[src/rtl/cfg_cmd_defs.svh]
`ifndef CFG_CMD_DEFS_SVH
`define CFG_CMD_DEFS_SVH

// configuration offsets (byte addresses)
`define OFS_COMMAND_AND_STATUS 8'h04
`define OFS_CLASS_AND_REVISION 8'h08

// command field positions
`define BIT_IO_SPACE_CONTROL    0
`define BIT_MEMORY_SPACE_ENABLE 1
`define BIT_BUS_MASTER_ENABLE   2
`define BIT_PARITY_RESP_ENABLE  6
`define BIT_ADDR_SERR_ENABLE    8
`define BIT_NEW_CAPABILITIES    20
`define BIT_PMO_CAP_PRESENT     19

// command reset values
`define RST_IO_SPACE_CONTROL    1'b1
`define RST_MEMORY_SPACE_ENABLE 1'b1
`define RST_BUS_MASTER_ENABLE   1'b1
`define RST_PARITY_RESP_ENABLE  1'b0
`define RST_ADDR_SERR_ENABLE    1'b1

// class code fields
`define BASE_CLASS_NETWORK      8'h02
`define SUBCLASS_ETHERNET       8'h00
`define CLASS_RESERVED_BYTE     8'h00

`endif

[src/rtl/cfg_cmd_pkg.sv]
`default_nettype none
package cfg_cmd_pkg;
    typedef logic [31:0] cfg_word_t;
    typedef logic [7:0]  cfg_ofs_t;
endpackage
`default_nettype wire

[src/rtl/pci_config_command_class.sv]
// What this block does
// The command and status word sits at offset 04h, enables low and status high.
// Bit 20 reads back bit 19 of the power-management option register, 1 meaning a list exists.
// With bit 8 set (default) an address-phase parity error drives the system error pin.
// Bit 6 (default 0) makes detected parity errors raise system error status, else ignored.
// Bus mastering is allowed only while bit 2 is 1 (default 1).
// Memory decode is allowed only while bit 1 is 1 (default 1).
// Bit 0 defaults to 1; 0 enables I/O decode and 1 disables it.
// Bits 31..24 of the class word read 02h, a network controller.
// Bits 23..16 of the class word read 00h, an ethernet controller.
// The low byte of the class word is a fixed revision, bits 15..8 reserved.
// Reserved command bits read zero and ignore writes.
`timescale 1ns/1ps
`default_nettype none
`include "cfg_cmd_defs.svh"
module pci_config_command_class
    import cfg_cmd_pkg::*;
#(
    parameter logic [7:0] REVISION_ID = 8'h01  // arbitrary value
) (
    // clock and reset
    input  wire logic        i_clock,
    input  wire logic        i_nrst,
    // configuration access
    input  wire logic        i_cfg_write,
    input  wire logic        i_cfg_read,
    input  wire cfg_ofs_t    i_cfg_offset,
    input  wire cfg_word_t   i_cfg_wdata,
    input  wire logic [3:0]  i_cfg_be,
    output var cfg_word_t    o_cfg_rdata,
    // neighbouring state
    input  wire logic        i_pmo_cap_bit,
    input  wire logic        i_addr_parity_err,
    input  wire logic        i_parity_err,
    input  wire logic        i_master_req,
    // decode and error outputs
    output logic             o_io_decode_en,
    output logic             o_mem_decode_en,
    output logic             o_master_grant_ok,
    output logic             o_serr_n,
    output logic             o_sys_err_event
);

    // stored command enables; lanes 2 and 3 hold nothing, bit 20 is a live mirror
    logic io_space_control_ff;
    logic memory_space_enable_ff;
    logic bus_master_enable_ff;
    logic parity_error_response_enable_ff;
    logic address_parity_serr_enable_ff;
    logic wr_cmd;
    cfg_word_t cmd_word;
    cfg_word_t class_word;
    cfg_word_t nxt_rdata;

    assign wr_cmd = i_cfg_write && (i_cfg_offset == `OFS_COMMAND_AND_STATUS);

    // lane 0 enables; reserved bits 7 and 5..3 have no storage, so writes vanish
    always_ff @(posedge i_clock or negedge i_nrst) begin
        if (!i_nrst) begin
            io_space_control_ff             <= `RST_IO_SPACE_CONTROL;
            memory_space_enable_ff          <= `RST_MEMORY_SPACE_ENABLE;
            bus_master_enable_ff            <= `RST_BUS_MASTER_ENABLE;
            parity_error_response_enable_ff <= `RST_PARITY_RESP_ENABLE;
        end else if (wr_cmd && i_cfg_be[0]) begin
            io_space_control_ff             <= i_cfg_wdata[`BIT_IO_SPACE_CONTROL];
            memory_space_enable_ff          <= i_cfg_wdata[`BIT_MEMORY_SPACE_ENABLE];
            bus_master_enable_ff            <= i_cfg_wdata[`BIT_BUS_MASTER_ENABLE];
            parity_error_response_enable_ff <= i_cfg_wdata[`BIT_PARITY_RESP_ENABLE];
        end
    end

    // lane 1 holds only the address error enable; bits 15..9 are reserved
    always_ff @(posedge i_clock or negedge i_nrst) begin
        if (!i_nrst) begin
            address_parity_serr_enable_ff <= `RST_ADDR_SERR_ENABLE;
        end else if (wr_cmd && i_cfg_be[1]) begin
            address_parity_serr_enable_ff <= i_cfg_wdata[`BIT_ADDR_SERR_ENABLE];
        end
    end

    // read images; status flags above bit 20 belong to a neighbouring block
    always_comb begin
        cmd_word = '0;
        cmd_word[`BIT_IO_SPACE_CONTROL]    = io_space_control_ff;
        cmd_word[`BIT_MEMORY_SPACE_ENABLE] = memory_space_enable_ff;
        cmd_word[`BIT_BUS_MASTER_ENABLE]   = bus_master_enable_ff;
        cmd_word[`BIT_PARITY_RESP_ENABLE]  = parity_error_response_enable_ff;
        cmd_word[`BIT_ADDR_SERR_ENABLE]    = address_parity_serr_enable_ff;
        cmd_word[`BIT_NEW_CAPABILITIES]    = i_pmo_cap_bit;
        class_word = {`BASE_CLASS_NETWORK, `SUBCLASS_ETHERNET,
                      `CLASS_RESERVED_BYTE, REVISION_ID};
        case (i_cfg_offset)
            `OFS_COMMAND_AND_STATUS: nxt_rdata = cmd_word;
            `OFS_CLASS_AND_REVISION: nxt_rdata = class_word;
            default:                 nxt_rdata = '0;
        endcase
    end

    // read data registered: valid the cycle after i_cfg_read
    always_ff @(posedge i_clock or negedge i_nrst) begin
        if (!i_nrst) begin
            o_cfg_rdata <= '0;
        end else if (i_cfg_read) begin
            o_cfg_rdata <= nxt_rdata;
        end
    end

    // io decode; the control bit is inverted as the hardware defines it, so reset is off
    always_ff @(posedge i_clock or negedge i_nrst) begin
        if (!i_nrst) begin
            o_io_decode_en <= 1'b0;
        end else begin
            o_io_decode_en <= !io_space_control_ff;
        end
    end

    // memory decode follows its enable one cycle late
    always_ff @(posedge i_clock or negedge i_nrst) begin
        if (!i_nrst) begin
            o_mem_decode_en <= 1'b0;
        end else begin
            o_mem_decode_en <= memory_space_enable_ff;
        end
    end

    // master permission; a request while mastering is off is never granted
    always_ff @(posedge i_clock or negedge i_nrst) begin
        if (!i_nrst) begin
            o_master_grant_ok <= 1'b0;
        end else begin
            o_master_grant_ok <= i_master_req && bus_master_enable_ff;
        end
    end

    // system error pin, active low; one low cycle per flagged address phase
    always_ff @(posedge i_clock or negedge i_nrst) begin
        if (!i_nrst) begin
            o_serr_n <= 1'b1;
        end else begin
            o_serr_n <= !(i_addr_parity_err && address_parity_serr_enable_ff);
        end
    end

    // status pulse for the neighbouring status block; errors dropped while off
    always_ff @(posedge i_clock or negedge i_nrst) begin
        if (!i_nrst) begin
            o_sys_err_event <= 1'b0;
        end else begin
            o_sys_err_event <= i_parity_err && parity_error_response_enable_ff;
        end
    end
endmodule
`default_nettype wire

[config.mk]
export PLATFORM = sky130hd
export DESIGN_NAME = pci_config_command_class
export DESIGN_NICKNAME = d
export VERILOG_FILES = /design/src/rtl/cfg_cmd_pkg.sv /design/src/rtl/pci_config_command_class.sv
export VERILOG_INCLUDE_DIRS = /design/src /design/src/rtl
export SDC_FILE = /design/constraint.sdc
export NUM_CORES = 1
export LEC_CHECK = 0
export ABC_AREA = 1
export BUFFER_PORTS_ARGS = -buffer_cell sky130_fd_sc_hd__buf_2
export CELL_PAD_IN_SITES_DETAIL_PLACEMENT = 0
export CELL_PAD_IN_SITES_GLOBAL_PLACEMENT = 1
export CORE_MARGIN = 2
export CORE_UTILIZATION = 24
export DETAILED_ROUTE_END_ITERATION = 10
export PLACE_DENSITY = 0.82
export SLEW_MARGIN = 5
export SYNTH_ARGS = -nofsm -noshare
export SYNTH_HDL_FRONTEND = slang
export SYNTH_SLANG_ARGS = --single-unit
[constraint.sdc]
create_clock -name i_clock -period 2.05 [get_ports i_clock]
set_clock_uncertainty 0.2 [all_clocks]
set_input_delay 0.41 -clock i_clock [delete_from_list [all_inputs] [get_ports i_clock]]
set_output_delay 0.41 -clock i_clock [all_outputs]
set_load 0.01 [all_outputs]
# Yosys cells after proc, flatten, opt, wreduce, memory -nomap -nowiden

Cells that the tools add are included.

Bits in registers: 42
Input port bits: 52
Output and inout port bits: 37
Logic and storage cells: 22

Equal/unequal tests: 2
Muxes and demuxes: 1
Reduce and logical (&&, ||, !) cells: 8

Operators by type and width:

| operator           | count |
|---|---|
| $pmux 26 s2        | 1 |
| $eq 8x3->1 const B | 1 |
| $eq 8x4->1 const B | 1 |
| $logic_and 1x1->1  | 6 |
| $logic_not 1->1    | 2 |

# Logic depth before layout (Yosys ltp)

Depth in word-level cells: 3
Mapped depth: 7
Gate-level depth less buffers: 7

# Least setup slack after synthesis

OpenSTA, ideal clock, no wires.

Path kind: input to register
Start: in i_cfg_offset[7]
End: reg parity_error_response_enable_ff
Setup time: 117 ps
Arrival: 963 ps
Data required time: 1733 ps
Setup slack: 770 ps
Stages on the path: 6
Path buffers: 0
Cell sequence: nor2_2 nand2_1 nor2_4 nand3_1 nand2_1 nand2_1

Longest elaborated chain between the ends: 3

Ends and longest elaborated chain:

| element              | RTL line                       | RTL |
|---|---|---|
| start, declared      | pci_config_command_class.sv:27 | `input wire cfg_ofs_t i_cfg_offset,` |
| $eq 8x3->1           | -                              |  |
| $logic_and 1x1->1    | pci_config_command_class.sv:55 | `` assign wr_cmd = i_cfg_write && (i_cfg_offset == `OFS_COMMAND_AND_STATUS); `` |
| $logic_and 1x1->1    | pci_config_command_class.sv:64 | `end else if (wr_cmd && i_cfg_be[0]) begin` |
| end signal, assigned | pci_config_command_class.sv:63 | `` parity_error_response_enable_ff <= `RST_PARITY_RESP_ENABLE; `` |
| end signal, assigned | pci_config_command_class.sv:68 | `` parity_error_response_enable_ff <= i_cfg_wdata[`BIT_PARITY_RESP_ENABLE]; `` |
| end, declared        | pci_config_command_class.sv:48 | `logic parity_error_response_enable_ff;` |

Every way passes these cells.
A chain may end at the register's enable or synchronous reset.

# Final worst setup path

Start: reg o_serr_n
End: out o_serr_n

RTL lines:

| element                | RTL line                        | RTL |
|---|---|---|
| start, declared        | pci_config_command_class.sv:40  | `output logic o_serr_n,` |
| start signal, assigned | pci_config_command_class.sv:140 | `o_serr_n <= !(i_addr_parity_err && address_parity_serr_enable_ff);` |

No word-level cell between the ends.

==> results_dict.tcl <==
set metrics [dict create \
    outcome "completed" \
    crit_type "reg -> out" \
    synth_seq_cells 17 \
    coreArea_um2 3416 \
    fill_cells 372 \
    worst_skew_pair.late_latency_ps 280 \
    rows 21 \
    crit_cells 1 \
    p_leak_nw 0.6097 \
    initialDrtViolationCount 41 \
    clockRootBuffer "clkbuf_4" \
    synth_top_area_cell "dfrtp_1" \
    cp-start-kind "flop" \
    synth-warning-count 0 \
    fp.dieW_um 64.54 \
    path_cells "buf_2" \
    finalHoldViolCount 0 \
    initial_core_util_pct 25.75 \
    max_freq_ghz 0.6545 \
    dieArea_um2 4165 \
    grt_use_met3_pct 2.083 \
    synth.cell_area_um2 879.6 \
    totalPowerFinal_mw 0.5867 \
    mostFrequentLayoutCells "34 x buf_2, 29 x nand2_1, 25 x conb_1" \
    worstHoldStart "i_addr_parity_err" \
    r2r_start "address_parity_serr_enable_ff" \
    startpoint "o_serr_n" \
    cap_violations 0 \
    drcViolationCount 0 \
    period_needed_ps 1528 \
    vdd_drop_max_mv 0.1587 \
    syn_inst 99 \
    vias 688 \
    met1_usage_pct 8.234 \
    cp-endpoint "o_serr_n" \
    rsz0062_at_grt "no" \
    final_nets 190 \
    ioPinCount 89 \
    crit_arrival_ps 920 \
    viasPerCell 3.760 \
    grt_pass1_vias 626 \
    final_common_cell "buf_2" \
    timing.setup.tns_ps 0 \
    busiest_layer "met2" \
    drive_above_1_share_pct 34.31 \
    gr-total-overflow 0 \
    clockBufferDepth 2 \
    port_buffers 34 \
    rr_endpoint "o_cfg_rdata[8]" \
    drtPass1Iterations 4 \
    use_met2_pct 15.10 \
    crit_slowest_cell "dfstp_2" \
    path_clk_slew_ps 90 \
    synthDistinctLibCells 13 \
    syn2layout_area_growth_pct 18.49 \
    crit_family "flip-flops" \
    detail-route-antenna-nets 0 \
    cts_buffers 3 \
    groute.usage.overall_pct 8.177 \
    synth_area_leaders "dfrtp_1 34%, buf_4 21%, dfstp_2 15%" \
    path_buf_inv 1 \
    wl_um 1654 \
    rrSetupSlack_ps 1090 \
    hpwl_um 1316 \
    r2r_cells 2 \
    grt_max_degree 18 \
    diodes 0 \
    cp.required_ps 1440 \
    end_kind "primary output" \
    setup_violations 0 \
    crit_path_max_incr_delay_ps 520 \
    synth_top_cell_area_share_pct 34.14 \
    power.density_nw_per_um2 562.9 \
    die_y_um 64.54 \
    ys_seq_area_share_pct 49.08 \
    htree_num_levels 1 \
    cp_max_fo 1 \
    drv_slew 0 \
    antenna_found_initial 0 \
    place_congestion 0.6517 \
    syn_avg_cell_area_um2 8.885 \
    wl_per_cell_um 9.038 \
    grt_pass1_wl_um 2649 \
    hold_path.class "in -> reg" \
    clock-sinks 17 \
    tritoncts "done" \
    finalCritPeriodShare_pct 74.53 \
]
==> worst min path at each step <==
stage,to,slack (ps),cells past startpoint
detailed placement,o_cfg_rdata[20],150,1
global placement,o_cfg_rdata[25],140,1
finish,o_serr_n,40,2
floorplan,o_cfg_rdata[0],-90,0
global route,o_serr_n,30,2
CTS,o_serr_n,30,2
==> per-stage QoR <==
| step | instance area (µm²) | utilization [%] | std cells | worst slack [ps] | hold slack (ps) |
|---|---|---|---|---|---|
| after global routing | 1042 | 30.51 | 183 | 491.0 | 31.63 |
| after CTS | 1042 | 30.51 | 183 | 514.5 | 31.71 |
| after global placement | 1006 | 29.45 | 178 | 539.1 | 141.3 |
| after detailed placement | 1006 | 29.45 | 178 | 528.1 | 145.7 |
| after floorplan | 969.7 | - | 123 | 769.9 | -85.59 |
| final | 1042 | 30.51 | 183 | 522.2 | 40.38 |
==> report_power, final <==
part | switching, mW | internal [mW] | leakage, nW | total (mW)
Clock | 0.0975 | 0.0755 | 0.0150 | 0.173
Sequential | 0.00287 | 0.342 | 0.214 | 0.345
Combinational | 0.0473 | 0.0214 | 0.381 | 0.0687
Total | 0.148 | 0.439 | 0.610 | 0.587
==> synth_stat cells <==
cell type,instances
nand2_1,29
nor2_1,3
dfrtp_1,12
nand4_1,6
dfstp_2,5
nor2_2,2
nor2_4,1
nand3_1,9
buf_4,25
inv_2,1
conb_1,1
inv_1,4
buf_6,1
==> layer usage <==
layer / share of wire, % / up-vias
met3: 9.4 / 2
met5: 0 / -
met2: 51 / 31
li1: - / 341
met4: 1.1 / 0
met1: 38 / 314
==> flip-flops by register name, indices dropped and copies added (netlist names) <==
| signal | cells |
|---|---|
| o_cfg_rdata | 7 |
| parity_error_response_enable_ff | 1 |
| address_parity_serr_enable_ff | 1 |
| o_io_decode_en | 1 |
| io_space_control_ff | 1 |
| o_master_grant_ok | 1 |
| o_sys_err_event | 1 |
| bus_master_enable_ff | 1 |
| o_serr_n | 1 |
| memory_space_enable_ff | 1 |
| o_mem_decode_en | 1 |
==> kinds of logic after synthesis <==
kind of cell,after synthesis,synth area share [%]
flops,17,49.08
other cells,1,0.4263
simple gates,50,25.75
buf+inv,31,24.75
==> cell type report <==
class | instances | area, µm² | share of cell area, %
tap | 46 | 57.56 | 5.522
sequential | 17 | 431.7 | 41.42
inverter | 5 | 18.77 | 1.801
timing repair buffer | 36 | 187.7 | 18.01
multi-input combinational | 75 | 320.3 | 30.73
clock buffer | 4 | 26.28 | 2.521
==> timing repair <==
action,4_1_cts,5_1_grt
hold endpoints to repair,12,0
endpoints found under the setup margin,0,0
hold buffers,1,0
resized for setup,0,0
buffers inserted,0,0
Power figures use the tool's default switching activity.
